===== src/bci_pkg.sv =====
// Shared types and constants for the instruction timing block.
// Assumes an accumulator instruction set with 8-bit opcodes.
package bci_pkg;

  // Clock cycle counts of the instruction classes.
  localparam logic [3:0] CYC_1 = 4'h1;
  localparam logic [3:0] CYC_2 = 4'h2;
  localparam logic [3:0] CYC_3 = 4'h3;
  localparam logic [3:0] CYC_4 = 4'h4;
  localparam logic [3:0] CYC_5 = 4'h5;
  localparam logic [3:0] CYC_8 = 4'h8;

  // Instruction lengths in program bytes.
  localparam logic [1:0] LEN_1 = 2'h1;
  localparam logic [1:0] LEN_2 = 2'h2;
  localparam logic [1:0] LEN_3 = 2'h3;

  // Opcodes that the checks refer to by name.
  localparam logic [7:0] OP_NOP = 8'h00;
  localparam logic [7:0] OP_SPARE = 8'hA5;
  localparam logic [7:0] OP_ADD_RN = 8'h28;
  localparam logic [7:0] OP_ADD_IND = 8'h26;
  localparam logic [7:0] OP_MUL = 8'hA4;
  localparam logic [7:0] OP_DIV = 8'h84;
  localparam logic [7:0] OP_CODE_DP = 8'h93;
  localparam logic [7:0] OP_LD_DP = 8'h90;
  localparam logic [7:0] OP_INC_DP = 8'hA3;
  localparam logic [7:0] OP_RET = 8'h22;
  localparam logic [7:0] OP_INTERRUPT_RETURN = 8'h32;
  localparam logic [7:0] OP_LONG_SUBROUTINE_CALL = 8'h12;
  localparam logic [3:0] HI_XWRITE = 4'hF;
  localparam logic [2:0] HI_XMOVE = 3'h7;

  // Broad class of an instruction.
  typedef enum logic [2:0] {
    CLS_ALU,
    CLS_MOVE,
    CLS_BOOL,
    CLS_BRANCH,
    CLS_XMOVE,
    CLS_CODE,
    CLS_MULDIV,
    CLS_NOP
  } bci_cls_t;

  // Target of an external space move.
  typedef enum logic [1:0] {
    XT_NONE,
    XT_ONCHIP,
    XT_OFFCHIP,
    XT_FLASH
  } bci_xtgt_t;

  // Static decode of one opcode.
  typedef struct packed {
    logic [1:0] bytes;
    logic [3:0] cycles;
    logic cond;
    bci_cls_t cls;
  } bci_dec_t;

  // Description of the instruction in execution.
  typedef struct packed {
    logic [1:0] bytes;
    logic [3:0] cycles;
    logic cond;
    logic taken;
    bci_cls_t cls;
    bci_xtgt_t xtgt;
    logic xwrite;
  } bci_info_t;

endpackage : bci_pkg


===== src/bci_timing.sv =====
// Decode and cycle timing of the byte CPU core.
// Assumes the fetch logic presents one opcode at a time with the branch
// condition already resolved, all inputs synchronous to clk_i.
`timescale 1ns/1ns

module bci_timing
  import bci_pkg::*;
(
  input wire logic clk_i,
  input wire logic nrst_i,
  input wire logic issue_i,
  input wire logic [7:0] opcode_i,
  input wire logic cond_taken_i,
  input wire logic external_space_ram_onchip_i,
  input wire logic flash_wr_en_i,
  output logic ready_o,
  output logic done_o,
  output bci_info_t info_o
);

  // Builds one decode entry.
  function automatic bci_dec_t mk(input logic [1:0] b, input logic [3:0] c,
                                  input logic cnd, input bci_cls_t k);
    mk.bytes = b;
    mk.cycles = c;
    mk.cond = cnd;
    mk.cls = k;
  endfunction : mk

  // Maps an opcode to its length, base cycle count and class.
  function automatic bci_dec_t decode(input logic [7:0] op);
    logic [3:0] hi;
    logic [3:0] lo;
    hi = op[7:4];
    lo = op[3:0];
    decode = mk(LEN_1, CYC_1, 1'b0, CLS_ALU);
    if (lo[3]) begin
      // Bank register operand forms.
      case (hi)
        4'h7, 4'h8, 4'hA: decode = mk(LEN_2, CYC_2, 1'b0, CLS_MOVE);
        4'hB: decode = mk(LEN_3, CYC_3, 1'b1, CLS_BRANCH);
        4'hD: decode = mk(LEN_2, CYC_2, 1'b1, CLS_BRANCH);
        4'hC, 4'hE, 4'hF: decode = mk(LEN_1, CYC_1, 1'b0, CLS_MOVE);
        default: decode = mk(LEN_1, CYC_1, 1'b0, CLS_ALU);
      endcase
    end else begin
      case (lo)
        4'h6, 4'h7: begin
          // Indirect pointer operand forms.
          case (hi)
            4'h7, 4'h8, 4'hA: decode = mk(LEN_2, CYC_2, 1'b0, CLS_MOVE);
            4'hB: decode = mk(LEN_3, CYC_4, 1'b1, CLS_BRANCH);
            4'hC, 4'hD, 4'hE, 4'hF: decode = mk(LEN_1, CYC_2, 1'b0, CLS_MOVE);
            default: decode = mk(LEN_1, CYC_2, 1'b0, CLS_ALU);
          endcase
        end
        4'h5: begin
          case (hi)
            4'h7, 4'h8: decode = mk(LEN_3, CYC_3, 1'b0, CLS_MOVE);
            4'hA: decode = mk(LEN_1, CYC_1, 1'b0, CLS_NOP);
            4'hB, 4'hD: decode = mk(LEN_3, CYC_3, 1'b1, CLS_BRANCH);
            4'hC, 4'hE, 4'hF: decode = mk(LEN_2, CYC_2, 1'b0, CLS_MOVE);
            default: decode = mk(LEN_2, CYC_2, 1'b0, CLS_ALU);
          endcase
        end
        4'h4: begin
          case (hi)
            4'h0, 4'h1, 4'hC, 4'hD, 4'hE, 4'hF:
              decode = mk(LEN_1, CYC_1, 1'b0, CLS_ALU);
            4'h8: decode = mk(LEN_1, CYC_8, 1'b0, CLS_MULDIV);
            4'hA: decode = mk(LEN_1, CYC_4, 1'b0, CLS_MULDIV);
            4'hB: decode = mk(LEN_3, CYC_3, 1'b1, CLS_BRANCH);
            4'h7: decode = mk(LEN_2, CYC_2, 1'b0, CLS_MOVE);
            default: decode = mk(LEN_2, CYC_2, 1'b0, CLS_ALU);
          endcase
        end
        4'h3: begin
          case (hi)
            4'h4, 4'h5, 4'h6: decode = mk(LEN_3, CYC_3, 1'b0, CLS_ALU);
            4'h7: decode = mk(LEN_1, CYC_3, 1'b0, CLS_BRANCH);
            4'h8, 4'h9: decode = mk(LEN_1, CYC_3, 1'b0, CLS_CODE);
            4'hA: decode = mk(LEN_1, CYC_1, 1'b0, CLS_MOVE);
            4'hB, 4'hC, 4'hD: decode = mk(LEN_1, CYC_1, 1'b0, CLS_BOOL);
            4'hE, 4'hF: decode = mk(LEN_1, CYC_3, 1'b0, CLS_XMOVE);
            default: decode = mk(LEN_1, CYC_1, 1'b0, CLS_ALU);
          endcase
        end
        4'h2: begin
          case (hi)
            4'h0, 4'h1: decode = mk(LEN_3, CYC_4, 1'b0, CLS_BRANCH);
            4'h2, 4'h3: decode = mk(LEN_1, CYC_5, 1'b0, CLS_BRANCH);
            4'h4, 4'h5, 4'h6: decode = mk(LEN_2, CYC_2, 1'b0, CLS_ALU);
            4'hE, 4'hF: decode = mk(LEN_1, CYC_3, 1'b0, CLS_XMOVE);
            default: decode = mk(LEN_2, CYC_2, 1'b0, CLS_BOOL);
          endcase
        end
        4'h1: decode = mk(LEN_2, CYC_3, 1'b0, CLS_BRANCH);
        default: begin
          case (hi)
            4'h0: decode = mk(LEN_1, CYC_1, 1'b0, CLS_NOP);
            4'h1, 4'h2, 4'h3: decode = mk(LEN_3, CYC_3, 1'b1, CLS_BRANCH);
            4'h4, 4'h5, 4'h6, 4'h7:
              decode = mk(LEN_2, CYC_2, 1'b1, CLS_BRANCH);
            4'h8: decode = mk(LEN_2, CYC_3, 1'b0, CLS_BRANCH);
            4'h9: decode = mk(LEN_3, CYC_3, 1'b0, CLS_MOVE);
            4'hA, 4'hB: decode = mk(LEN_2, CYC_2, 1'b0, CLS_BOOL);
            4'hC, 4'hD: decode = mk(LEN_2, CYC_2, 1'b0, CLS_MOVE);
            default: decode = mk(LEN_1, CYC_3, 1'b0, CLS_XMOVE);
          endcase
        end
      endcase
    end
  endfunction : decode

  bci_dec_t dec;
  bci_info_t info_q;
  bci_info_t info_d;
  logic ready_q;
  logic ready_d;
  logic done_q;
  logic done_d;
  logic [3:0] cnt_q;
  logic [3:0] cnt_d;
  logic [3:0] run_q;
  logic [3:0] run_d;
  logic take;

  // Opcode decode and acceptance of a new instruction.
  assign dec = decode(opcode_i);
  assign take = ready_q && issue_i;

  // Next state of the execution sequencer.
  always_comb begin
    info_d = info_q;
    ready_d = ready_q;
    done_d = 1'b0;
    cnt_d = cnt_q;
    run_d = run_q;
    if (take) begin
      info_d.bytes = dec.bytes;
      info_d.cond = dec.cond;
      info_d.taken = dec.cond && cond_taken_i;
      // A taken branch costs one cycle more than the untaken one.
      info_d.cycles = dec.cycles + {3'h0, dec.cond && cond_taken_i};
      info_d.cls = dec.cls;
      info_d.xwrite = (dec.cls == CLS_XMOVE) && (opcode_i[7:4] == HI_XWRITE);
      if (dec.cls != CLS_XMOVE) begin
        info_d.xtgt = XT_NONE;
      end else if (info_d.xwrite && flash_wr_en_i) begin
        info_d.xtgt = XT_FLASH;
      end else if (external_space_ram_onchip_i) begin
        info_d.xtgt = XT_ONCHIP;
      end else begin
        info_d.xtgt = XT_OFFCHIP;
      end
      run_d = CYC_1;
      if (info_d.cycles == CYC_1) begin
        done_d = 1'b1;
      end else begin
        ready_d = 1'b0;
        cnt_d = info_d.cycles - CYC_1;
      end
    end else if (!ready_q) begin
      // One count per clock, no machine cycle grouping.
      cnt_d = cnt_q - CYC_1;
      run_d = run_q + CYC_1;
      if (cnt_q == CYC_1) begin
        ready_d = 1'b1;
        done_d = 1'b1;
      end
    end
  end

  // Sequencer registers.
  always_ff @(posedge clk_i or negedge nrst_i) begin
    if (!nrst_i) begin
      info_q <= '0;
      ready_q <= 1'b1;
      done_q <= 1'b0;
      cnt_q <= 4'h0;
      run_q <= 4'h0;
    end else begin
      info_q <= info_d;
      ready_q <= ready_d;
      done_q <= done_d;
      cnt_q <= cnt_d;
      run_q <= run_d;
    end
  end

  assign ready_o = ready_q;
  assign done_o = done_q;
  assign info_o = info_q;
endmodule : bci_timing


===== config.mk =====
export PLATFORM = sky130hd
export DESIGN_NAME = bci_timing
export DESIGN_NICKNAME = d
export VERILOG_FILES = /design/src/bci_pkg.sv /design/src/bci_timing.sv
export SDC_FILE = /design/constraint.sdc
export NUM_CORES = 1
export LEC_CHECK = 0
export ABC_AREA = 1
export BUFFER_PORTS_ARGS = -buffer_cell sky130_fd_sc_hd__buf_2
export CAP_MARGIN = 20
export CORE_UTILIZATION = 55
export CTS_CLUSTER_DIAMETER = 50
export DETAILED_ROUTE_END_ITERATION = 12
export PLACE_DENSITY = 0.88
export SLEW_MARGIN = 15
export SYNTH_ARGS = -nofsm -noshare
export SYNTH_HDL_FRONTEND = slang
export SYNTH_SLANG_ARGS = --single-unit

===== constraint.sdc =====
create_clock -name clk_i -period 2.75 [get_ports clk_i]
set_clock_uncertainty 0.05 [all_clocks]
set_input_delay 0.4125 -clock clk_i [delete_from_list [all_inputs] [get_ports clk_i]]
set_output_delay 0.4125 -clock clk_i [all_outputs]
set_load 0.01 [all_outputs]

Word-level counts from Yosys, hierarchy flattened

Memories as Yosys holds them, arrays and structs flattened.
Cells that the tools add are included.

Output and inout bits: 16
Logic and storage cells: 55
Memory bits (read-only): 848
Register bits after elaboration: 20
Bits of input ports: 14
Memories kept: 7

Memory list:

| memory           | depth | width | rd ports | clocked after memory_dff | wr ports | line             | RTL |
|---|---|---|---|---|---|---|---|
| (name not given) | 16    | 10    | 1        | 0                        | 0        | bci_timing.sv:67 | `case (hi)` |
| (name not given) | 16    | 8     | 1        | 0                        | 0        | bci_timing.sv:58 | `case (hi)` |
| (name not given) | 16    | 8     | 1        | 0                        | 0        | bci_timing.sv:89 | `case (hi)` |
| (name not given) | 16    | 8     | 1        | 0                        | 0        | bci_timing.sv:99 | `case (hi)` |
| (name not given) | 16    | 7     | 1        | 0                        | 0        | bci_timing.sv:39 | `case (hi)` |
| (name not given) | 16    | 7     | 1        | 0                        | 0        | bci_timing.sv:50 | `case (hi)` |
| 1 more memories  | n/a   | n/a   | n/a      | n/a                      | n/a      | n/a              |  |

Equal/unequal tests: 14
Reduce and logical (&&, ||, !) cells: 6
Add/sub/neg operators: 3
Muxes and demuxes: 15

Operators with widths:

| kind                                                                  | count |
|---|---|
| 10-bit one-hot mux with 6 select lines                                | 1 |
| 4-bit by 3-bit equality test with 1-bit output, second input constant | 4 |
| 4-bit by 1-bit equality test with 1-bit output, second input constant | 3 |
| 4-bit two-way mux                                                     | 3 |
| 10-bit two-way mux                                                    | 1 |
| 4-bit by 2-bit equality test with 1-bit output, second input constant | 2 |
| 4-bit by 1-bit subtractor with 4-bit output, second input constant    | 2 |
| 1-bit two-way mux                                                     | 7 |
| 2-bit two-way mux                                                     | 3 |
| 4-bit by 1-bit adder with 4-bit output                                | 1 |
| 4-bit equality test, second input constant                            | 1 |
| 1-bit logical AND                                                     | 4 |
| 3-bit equality test, second input constant                            | 1 |
| 3-bit != test, second input constant                                  | 1 |
| 2-bit by 1-bit != test with 1-bit output, second input constant       | 1 |
| 2-bit != test, second input constant                                  | 1 |
| 2-bit AND reduction                                                   | 1 |
| 2-bit OR reduction                                                    | 1 |

Logic depth before layout (Yosys ltp)

Gate-level depths: netlist (run 1).

Depth in word-level cells: 9
Mapped depth: 20
Gate-level depth less buffers: 19

Worst setup path before layout (run 1)

Ideal clock, no wire load.

Kind: input to register
Start point: input port opcode_i[6]
End point: register cnt_q[2]
Arrival: 2.481 ns
Buffers on the path: 1
Data required time: 2.584 ns
Path slack: 0.102 ns
Stages: 18
Setup time: 0.116 ns
Cell sequence: buf_6 inv_4 ha_1 or2_2 nand3_1 nand4_1 o21ai_0 o21ai_1 ha_1 ha_1 inv_1 ha_1 nand2_1 nand3b_4 nand2_4 inv_2 nand2_1 nand2_1

Word-level cells in the longest chain between the ends: 8
Elaborated cells on any way between the ends: 17
Classes of those cells: add/sub: 2; eq/ne: 2; mux: 4; reduce/logical: 2; memory: 7

Ends and longest elaborated chain:

| what                                                                                                          | line                                 | RTL |
|---|---|---|
| start, declared                                                                                               | bci_timing.sv:12                     | `input wire logic [7:0] opcode_i,` |
| memory 16 x 8 bit (tied with other cells)                                                                     | n/a                                  |  |
| 10-bit one-hot mux with 6 select lines                                                                        | bci_timing.sv:47                     | `case (lo)` |
| 10-bit two-way mux (*)                                                                                        | bci_timing.sv:37                     | `if (lo[3]) begin` |
| 1-bit logical AND                                                                                             | bci_timing.sv:144                    | `info_d.cycles = dec.cycles + {3'h0, dec.cond && cond_taken_i};` |
| 4-bit by 1-bit adder with 4-bit output (*)                                                                    | bci_timing.sv:144                    |  |
| 4-bit by 1-bit subtractor with 4-bit output or 4-bit by 1-bit equality test with 1-bit output (tied branches) | bci_timing.sv:161, bci_timing.sv:157 |  |
| 4-bit two-way mux or 2-bit != test (tied branches)                                                            | n/a                                  |  |
| 4-bit two-way mux or 2-bit AND reduction (tied branches)                                                      | n/a                                  |  |
| end signal, assigned                                                                                          | bci_timing.sv:186                    | `cnt_q <= cnt_d;` |
| end, declared                                                                                                 | bci_timing.sv:122                    | `logic [3:0] cnt_q;` |

Every way passes the cells marked *; elsewhere a longest branch is shown, timed or not. The select of a mux whose other input is x is not followed.
A chain may end at the register's enable or synchronous reset.

Worst setup path in the final report (run 1)

Ends and elaborated chain as after synthesis.

==> results of run 1 <==
worst max-delay path by stage:
stage                            from        to  slack (ps)  cells past startpoint
after floorplan           opcode_i[6]  cnt_q[2]         100                     18
after global placement    opcode_i[5]  cnt_q[2]         -40                     18
after detailed placement  opcode_i[5]  cnt_q[2]        -120                     18
after CTS                 opcode_i[5]  cnt_q[2]         210                     18
after global routing      opcode_i[5]  cnt_q[2]          30                     20
final                     opcode_i[6]  cnt_q[2]         210                     18
cell usage in the layout (no fill, tap or decap), types with 3 or more instances in the layout:
| master | n |
|---|---|
| buf_2 | 29 |
| a31oi_1 | 4 |
| inv_1 | 21 |
| o211ai_1 | 4 |
| clkbuf_4 | 3 |
| nand2_2 | 4 |
| dfrtp_1 | 19 |
| nor2_2 | 6 |
| nand2_1 | 81 |
| nand4_1 | 3 |
| ha_1 | 13 |
| inv_2 | 8 |
| nand2_4 | 3 |
| nand3_1 | 32 |
| nor2_1 | 35 |
| o21ai_0 | 10 |
| a21oi_1 | 11 |
| buf_4 | 35 |
| o21ai_2 | 3 |
per-stage QoR:
stage | hold slack, ps | setup TNS [ps] | util [%] | setup slack, ps | instance area, um2
6_report | 308 | 0 | 76.7 | 212 | 2420
4_1_cts | 311 | 0 | 76.0 | 210 | 2390
2_1_floorplan | 66.9 | 0 | - | 102 | 1890
3_3_place_gp | 321 | -91.6 | 74.0 | -43.9 | 2330
5_1_grt | 320 | 0 | 76.7 | 29.7 | 2420
3_5_place_dp | 335 | -360 | 74.0 | -121 | 2330
area by class of cell:
cell class	count	area, um2
fillers	256	733
clock buffers	3	22.5
inverters	30	115
multi-input cells	232	1270
repair buffers	66	429
clock inverters	1	30.0
well taps	44	55.1
flip-flops and latches	20	502
worst max-delay path, delay by kind of cell:
family,cells,cell delay [ps]
simple gates,8,930
fa+ha+maj,4,830
compound gates,2,190
buf+inv,4,330
flip-flops by register name, indices dropped and copies added, names as in the netlist:
register  cells
cnt_q         4
done_o        1
info_o       14
ready_o       1
what timing repair did:
action                                  in CTS  in global routing
hold buffers                                 1                  0
endpoints found under the setup margin       0                  4
buffers inserted                             0                  0
resized for setup                            0                  7
endpoints found under the hold margin       19                  0
power breakdown:
group          leakage (nW)  internal [mW]  switching [mW]  total (mW)
clock                0.0279          0.147          0.0984       0.246
combinational          1.04          0.275           0.390       0.665
sequential            0.250          0.408          0.0679       0.476
routing by layer:
| metal | track usage [%] | part of all wire (%) |
|---|---|---|
| met1 | 46.3 | 45 |
| met5 | 0 | 0 |
| met3 | 5.97 | 9.3 |
| met2 | 52.3 | 44 |
| met4 | 5.19 | 1.8 |
synth_stat cells, types with 2 or more instances:
master	count
ha_1	13
buf_2	2
nand2_4	3
nand2_2	3
nor2_2	6
o21ai_1	2
nand2_1	82
o21ai_2	3
o21ai_0	10
nand4_1	3
dfrtp_1	19
or2_2	2
a21oi_1	11
inv_1	22
o2111ai_1	2
o211ai_1	4
inv_2	7
nor3_1	2
a31oi_1	4
nor2_1	36
clkbuf_1	3
nand3_1	32
logic make-up after synthesis:
group	after synthesis	share of synthesized area [%]
compound gates	42	13.9
fa+ha+maj	13	8.59
buf+inv	36	7.79
xor+xnor	1	0.462
simple gates	176	42.7
flops	20	26.5
==> results.md, run 1 <==
- Pleak: 1.31 nW
- Height of the die: 60.7 um
- Initial antenna violation count: 0
- Post-synthesis sequential area ratio: 26.5%
- Slew headroom: 68.9%
- DRT antenna net count: 0
- Synth Flop Type: dfrtp_1
- Fmax: 394 MHz
- Top post-synthesis cells by area: dfrtp_1, nand2_1, ha_1
- GRT Util Overall: 32.5%
- R2R setup slack: 870 ps
- Total die area: 0.00368 mm2
- Startpoint types: primary input
- WL per Instance: 13.4 um
- H-tree levels: 1
- Worst EP arrival: 2700 ps
- Final period util: 92.3%
- Worst-path cell chain: buf_2 > inv_4 > ha_1 > or2_2 > nand3_1 > nand4_1 > o21ai_0 > o21ai_1 > ha_1 > ha_1 > inv_2 > ha_1 > nand2_1 > nand3b_4 > nand2_4 > inv_2 > nand2_1 > nand2_1
- Worst Max-Slew Pin Slew: 466 ps
- CTS root buffer: clkbuf_4
- Tot Pwr: 1.39 mW
- Reg-to-reg critical path startpoint: ready_o
- Final worst path period need: 2540 ps
- DR pass1 iterations: 5
- CP Class: primary input to flip-flop
- Slew Viols, Final: 0
- Hpwl dp: 4310 um
- Mapped Nets: 315
- Congestion Overflow GR: 0
- Cells on Worst Hold Path: 3
- Vias in the first global route: 2,016
- Cells after Synth: 288
- RSZ-0062 raised after global routing: no
- Area grow syn2layout: 27.7%
- Hold path start: external_space_ram_onchip_i
- Syn avg cell area: 6.58 um2
- Via density: 5.58
- Peak supply drop: 0.000546 V
- Ys Warns: 0
- Post-synthesis instance area: 0.00189 mm2
- Post-route DRC: 0
- Critical Path RT: 2910 ps
- Layout cells sized above 1: 29.8%
- Core ar.: 0.00315 mm2
- Dpl cells: 391
- Nets@finish: 380
- Yosys reg bits: 20
- Slowest CP cell: or2_2
- R2R Path End: cnt_q[2]
- Max_cap viols: 0
- Post-synth EDFFs: 0
- Biggest area consumer among synthesized cells: dfrtp_1
- Yosys top cell area share: 25.1%
- Placer Congestion: 0.988
- CP Capture Type: flip-flop
- Maximum buffer depth of the clock tree: 2
- Final Non-Filler Cells: 396
- Effective utilization at floorplan: 60.1%
- Maximum fanout along the worst path: 7
- Largest net degree at the start of global routing: 21
- CTS Sinks: 20
- First-pass GRT wire length: 9000 um
- IO Count: 30
- Diode count: 0
- Synth unique cells: 39
- Clock slew at reported path FFs: 120 ps
- CP max stage delay: 300 ps
- Asr flop ratio synth: 100%
- Rows: 20
- Worst Hold Endpoint: info_o[1]
- Initial drt markers: 226
- Die width: 60.7 um
- Power Dens Cells: 573 mW/mm2
- Status: finished, final reports clean
- Setup-failing EPs final: 0
- Hold Violations, Final: 0
- R2R cell count: 9
- TritonCTS clock tree: yes
- IO buf count: 29
- Vias: 2,210
- Cts bufs inserted: 3
- Worst min path class: primary input to flip-flop
- Clk_lat worst skew: 310 ps
- Most frequent CP cell: ha_1
- DRT Wirelength: 5320 um
Note: power is estimated with default switching activity, not from simulation.
==> run 2: changes to the inputs <==
--- a/config.mk
+++ b/config.mk
@@ -8,10 +8,10 @@
 export ABC_AREA = 1
 export BUFFER_PORTS_ARGS = -buffer_cell sky130_fd_sc_hd__buf_2
 export CAP_MARGIN = 20
-export CORE_UTILIZATION = 55
+export CORE_UTILIZATION = 45
 export CTS_CLUSTER_DIAMETER = 50
 export DETAILED_ROUTE_END_ITERATION = 12
-export PLACE_DENSITY = 0.88
+export PLACE_DENSITY = 0.76
 export SLEW_MARGIN = 15
 export SYNTH_ARGS = -nofsm -noshare
 export SYNTH_HDL_FRONTEND = slang
==> results.md, run 2 (synthesized netlist as in run 1, its figures left out) <==
- Hpwl dp: 4160 um (-3.4%)
- R2R cell count: 9 (unchanged)
- Largest net degree at the start of global routing: 21 (unchanged)
- Crit. path cell count: 18 (unchanged)
- CTS Sinks: 20 (unchanged)
- Most frequent CP cell: ha_1
- Post-route cell area: 0.00240 mm2 (-0.72%)
- Most frequent cells in the layout: nand2_1, nor2_1, buf_4, nand3_1, buf_2
- CTS root buffer: clkbuf_8
- Layout cells sized above 1: 29.2% (-0.60 points)
- Cts bufs inserted: 3 (unchanged)
- Worst Max-Slew Pin Slew: 476 ps (+10.9 ps)
- Height of the die: 66.9 um (+10%)
- CP max stage delay: 310 ps (about the same)
- Effective utilization at floorplan: 47.0% (-13 points)
- Tot Pwr: 1.41 mW (+1.9%)
- Hold Violations, Final: 0 (unchanged)
- Power Dens Cells: 588 mW/mm2 (+2.6%)
- Largest register FFs: 14 (unchanged)
- CTS resizes: 0 (unchanged)
- Reg-to-reg critical path startpoint: ready_o
- Peak supply drop: 0.000211 V (-61%)
- Worst-path cell chain: buf_2 > inv_4 > ha_1 > or2_2 > nand3_1 > nand4_1 > o21ai_0 > o21ai_1 > ha_1 > ha_1 > inv_2 > ha_1 > nand2_1 > nand3b_4 > nand2_4 > inv_2 > nand2_1 > nand2_1
- First-pass GRT wire length: 8680 um (-3.5%)
- Slew Viols, Final: 0 (unchanged)
- Final period util: 93.5% (+1.2 points)
- Placed cell areas: 0.00232 mm2 (-0.32%)
- Hold_ws: 33.8 ps (-274 ps)
- GRT Util Overall: 25.5% (-7.0 points)
- Slowest CP cell: or2_2
- Clk_lat worst skew: 260 ps (-50 ps)
- WL per Instance: 12.7 um (-5.7%)
- Worst min path class: primary input to asynchronous set/reset pin
- DRT Wirelength: 5060 um (-5.0%)
- Status: finished, final reports clean
- CTS Hold Bufs: 0 (-1)
- RSZ-0062 raised after global routing: no
- IO Count: 30 (unchanged)
- R2R setup slack: 850 ps (-20 ps)
- DR pass1 iterations: 5 (unchanged)
- Layout Utilization: 59.6% (-17 points)
- Area grow syn2layout: 26.8%
- Maximum buffer depth of the clock tree: 2 (unchanged)
- R2R Path End: cnt_q[2]
- Startpoint types: primary input
- Initial antenna violation count: 0 (unchanged)
- TritonCTS clock tree: yes
- CP Class: primary input to flip-flop
- Via density: 5.27 (-5.6%)
- Final worst path period need: 2570 ps (+32.4 ps)
- H-tree levels: 1 (unchanged)
- Critical Path RT: 2860 ps (-50 ps)
- Final Non-Filler Cells: 399 (+0.76%)
- Clock slew at reported path FFs: 70 ps (-50 ps)
- Rows: 23 (+15%)
- Fmax: 389 MHz (-1.3%)
- Maximum fanout along the worst path: 6 (-1)
- Commonest non-fill, non-tap cell in the layout: nand2_1
- Postcts setup bufs: 0 (unchanged)
- Die width: 66.9 um (+10%)
- Post-route DRC: 0 (unchanged)
- Dpl cells: 395 (+1.0%)
- Bufs and invs on worst path: 4 (unchanged)
- Setup-failing EPs final: 0 (unchanged)
- Placer Congestion: 1.02 (+2.8%)
- Core ar.: 0.00403 mm2 (+28%)
- Diode count: 0 (unchanged)
- CP top delay family: simple AND/OR/NAND/NOR gates
- Slew headroom: 68.2% (-0.73 points)
- Max_cap viols: 0 (unchanged)
- Total die area: 0.00447 mm2 (+21%)
- Vias in the first global route: 1,946 (-3.5%)
- CP Capture Type: flip-flop
- Vias: 2,103 (-4.8%)
- Nets@finish: 377 (-0.79%)
- IO buf count: 29 (unchanged)
- DRT antenna net count: 0 (unchanged)
- Initial drt markers: 154 (-32%)
- Worst EP arrival: 2680 ps (-20 ps)
- Pleak: 1.30 nW (-0.98%)
- Congestion Overflow GR: 0 (unchanged)
run 2: cell types whose count changed in the layout (fill, tap and decap cells not counted), sizes merged:
| cell | delta |
|---|---|
| buf | -2 |
| dlygate4sd3 | -1 |
run 2: worst max path at each step:
stage,from,to,slack (ps)
3_5_place_dp,opcode_i[6],cnt_q[2],-120
2_1_floorplan,opcode_i[6],cnt_q[2],100
3_3_place_gp,opcode_i[6],cnt_q[2],-30
5_1_grt,opcode_i[6],cnt_q[2],7
4_1_cts,opcode_i[6],cnt_q[2],160
6_report,opcode_i[6],cnt_q[2],180
run 2: power breakdown:
part           total (mW)  switching (mW)  internal [mW]  leakage [nW]
combinational       0.649           0.381          0.268          1.02
sequential          0.474          0.0655          0.409         0.250
clock               0.289          0.0949          0.194        0.0357
total                1.41           0.541          0.872          1.30
run 2: final cells by class:
cell class	instances	area, um2
clock buffer	3	41.3
multi-input combinational	232	1250
sequential	20	502
fill	375	1630
tap	50	62.6
clock inverter	1	30.0
timing repair buffer	63	400
inverter	30	115
run 2: metal layers:
layer	up-vias	GRT usage [%]	wire length [um]
met3	10	1.71	293
met4	0	7.45	89
met1	933	34.2	2380
met2	92	43.2	2290
met5	-	0	0
li1	1068	-	-
run 2: per-stage QoR:
stage,worst slack [ps],setup TNS (ps)
finish,180,0
global route,7.48,0
CTS,159,0
detailed placement,-117,-369
global placement,-31.1,-48.5
floorplan,102,0
==> run 3: changes to the inputs <==
--- a/config.mk
+++ b/config.mk
@@ -8,10 +8,12 @@
 export ABC_AREA = 1
 export BUFFER_PORTS_ARGS = -buffer_cell sky130_fd_sc_hd__buf_2
 export CAP_MARGIN = 20
-export CORE_UTILIZATION = 45
+export CELL_PAD_IN_SITES_DETAIL_PLACEMENT = 1
+export CELL_PAD_IN_SITES_GLOBAL_PLACEMENT = 2
+export CORE_UTILIZATION = 33
 export CTS_CLUSTER_DIAMETER = 50
 export DETAILED_ROUTE_END_ITERATION = 12
-export PLACE_DENSITY = 0.76
+export PLACE_DENSITY = 0.95
 export SLEW_MARGIN = 15
 export SYNTH_ARGS = -nofsm -noshare
 export SYNTH_HDL_FRONTEND = slang
==> results.md, run 3 (synthesized netlist as in run 1, its figures left out) <==
- Layout cells sized above 1: 31.3% (+2.0 points)
- Maximum buffer depth of the clock tree: 2 (unchanged)
- Maximum fanout along the worst path: 8 (+2)
- M1 wire length: 2990 um (+26%)
- Fmax: 382 MHz (-1.9%)
- P_int: 885 uW (+1.6%)
- Post-route cell area: 0.00251 mm2 (+4.4%)
- Clock Power Share: 20.3% (-0.2 points)
- Congestion Overflow GR: 0 (unchanged)
- Final worst path period need: 2620 ps (+49.7 ps)
- Height of the die: 77.8 um (+16%)
- First-pass GRT wire length: 11,100 um (+28%)
- Slew Viols, Final: 0 (unchanged)
- Sw frac: 39.7% (+1.5 points)
- Largest net degree at the start of global routing: 21 (unchanged)
- Cts bufs inserted: 3 (unchanged)
- Rows: 27 (+17%)
- Post-placement setup slack: -280 ps (-163 ps)
- IO buf count: 29 (unchanged)
- Die width: 77.8 um (+16%)
- DRT Wirelength: 6650 um (+31%)
- DRT antenna net count: 0 (unchanged)
- Commonest non-fill, non-tap cell in the layout: nand2_1
- R2R Path End: cnt_q[2]
- Via density: 5.12 (-2.9%)
- Core ar.: 0.00551 mm2 (+37%)
- Worst Max-Slew Pin Slew: 454 ps (-22.3 ps)
- Metal2 WL: 3210 um (+40%)
- Largest register FFs: 14 (unchanged)
- Vias in the first global route: 2,290 (+18%)
- Slew headroom: 69.7% (+1.5 points)
- Initial drt markers: 136 (-12%)
- Pleak: 1.33 nW (+2.4%)
- CTS root buffer: clkbuf_8
- H-tree levels: 1 (unchanged)
- Nets@finish: 383 (+1.6%)
- GRT Util Overall: 23.1% (-2.4 points)
- Register area: 502 um2 (unchanged)
- CTS Hold Bufs: 0 (unchanged)
- Switch Pwr: 584 uW (+8.0%)
- Placer Congestion: 0.993 (-2.2%)
- Hold Violations, Final: 0 (unchanged)
- Reg-to-reg critical path startpoint: ready_o
- TritonCTS clock tree: yes
- Clk_lat worst skew: 260 ps (about the same)
- DR pass1 iterations: 4 (-1)
- Combinational cell fraction of total power: 47.1% (+1.2 points)
- Area grow syn2layout: 32.4%
- Hpwl dp: 5530 um (+33%)
- Final period util: 95.3% (+1.8 points)
- Critical Path RT: 2860 ps (about the same)
- # fillers: 736 (+96%)
- Total die area: 0.00605 mm2 (+35%)
- Max_cap viols: 0 (unchanged)
- Setup slack after layout: 130 ps (-49.7 ps)
- Worst min path class: primary input to asynchronous set/reset pin
- Post-route DRC: 0 (unchanged)
- Uppermost layer routed: met4
- CTS Sinks: 20 (unchanged)
- Diode count: 0 (unchanged)
- R2R cell count: 9 (unchanged)
- Area of the multi-input gates: 0.00128 mm2 (+2.4%)
- Met3 wire length: 324 um (+11%)
- Status: finished, final reports clean
- CP Class: primary input to flip-flop
- Most frequent cells in the layout: nand2_1, buf_4, nor2_1, nand3_1, buf_2
- Placed cell areas: 0.00239 mm2 (+2.8%)
- Initial antenna violation count: 0 (unchanged)
- Effective utilization at floorplan: 34.4% (-13 points)
- Clock slew at reported path FFs: 90 ps (+20 ps)
- R2R setup slack: 910 ps (+60 ps)
- Worst EP arrival: 2730 ps (+50 ps)
- Power Dens Cells: 586 mW/mm2 (-0.33%)
- Setup-failing EPs final: 0 (unchanged)
- Peak supply drop: 0.000288 V (+37%)
- Startpoint types: primary input
- WL per Instance: 15.6 um (+23%)
- CP Capture Type: flip-flop
- Vias: 2,186 (+3.9%)
- IO Count: 30 (unchanged)
- Reg power frac: 32.7% (-0.9 points)
==> run 3: power groups by stage <==
stage	Combinational, mW	Clock [mW]	Sequential [mW]
2_1_floorplan	0.383	0	0.511
3_5_place_dp	0.685	0	0.488
5_1_grt	0.778	0.309	0.493
3_3_place_gp	0.658	0	0.477
4_1_cts	0.689	0.301	0.481
6_report	0.692	0.298	0.480
==> run 3: timing repair <==
item,4_1_cts,5_1_grt
gates resized for setup,1,9
setup buffers,0,1
gates cloned,0,0
endpoints found under the setup margin,1,5
pin swaps,0,2
==> run 3: stage by stage <==
stage	hold WS [ps]	TNS [ps]	utilization, %	instances	total power, mW
final	34.8	0	45.5	427	1.47
after global routing	71.6	-44.1	45.5	427	1.58
after CTS	47.2	0	44.7	426	1.47
after detailed placement	334	-1160	43.4	422	1.17
after global placement	336	-197	43.4	422	1.13
after floorplan	66.9	0	-	288	0.894
==> run 3: how the worst max path moves through the flow <==
| stage | end | slack [ps] | cells past startpoint | from |
|---|---|---|---|---|
| floorplan | cnt_q[2] | 100 | 18 | opcode_i[6] |
| global placement | cnt_q[2] | -70 | 18 | opcode_i[5] |
| detailed placement | cnt_q[2] | -280 | 21 | opcode_i[6] |
| CTS | cnt_q[2] | 2 | 19 | opcode_i[6] |
| global route | cnt_q[2] | -20 | 19 | opcode_i[6] |
| finish | cnt_q[2] | 130 | 19 | opcode_i[6] |
==> run 3: final cells by class <==
class / count / area share, %
sequential: 20 / 20.0
inverter: 30 / 4.59
clock buffer: 3 / 1.65
timing repair buffer: 69 / 17.9
clock inverter: 1 / 1.20
tap: 72 / 3.59
multi-input combinational: 232 / 51.1
==> run 3: worst max-delay path, cell delays in order <==
cell,delay (ps)
buf_2,140
buf_4,170
nand3_2,120
nand2_1,110
a21boi_2,190
nand2_1,90
nand4_1,90
o21ai_1,90
o21ai_1,140
ha_1,200
ha_4,210
inv_2,70
ha_1,150
nand2_1,70
nand3b_4,200
nand2_4,100
inv_2,60
nand2_1,70
nand2_1,50
==> run 3: per-layer routing <==
layer / global-route usage (%) / vias to the layer above
li1: - / 1078
met1: 31.3 / 1035
met2: 39.8 / 62
met3: 1.29 / 11
met4: 6.04 / 0
met5: 0 / -
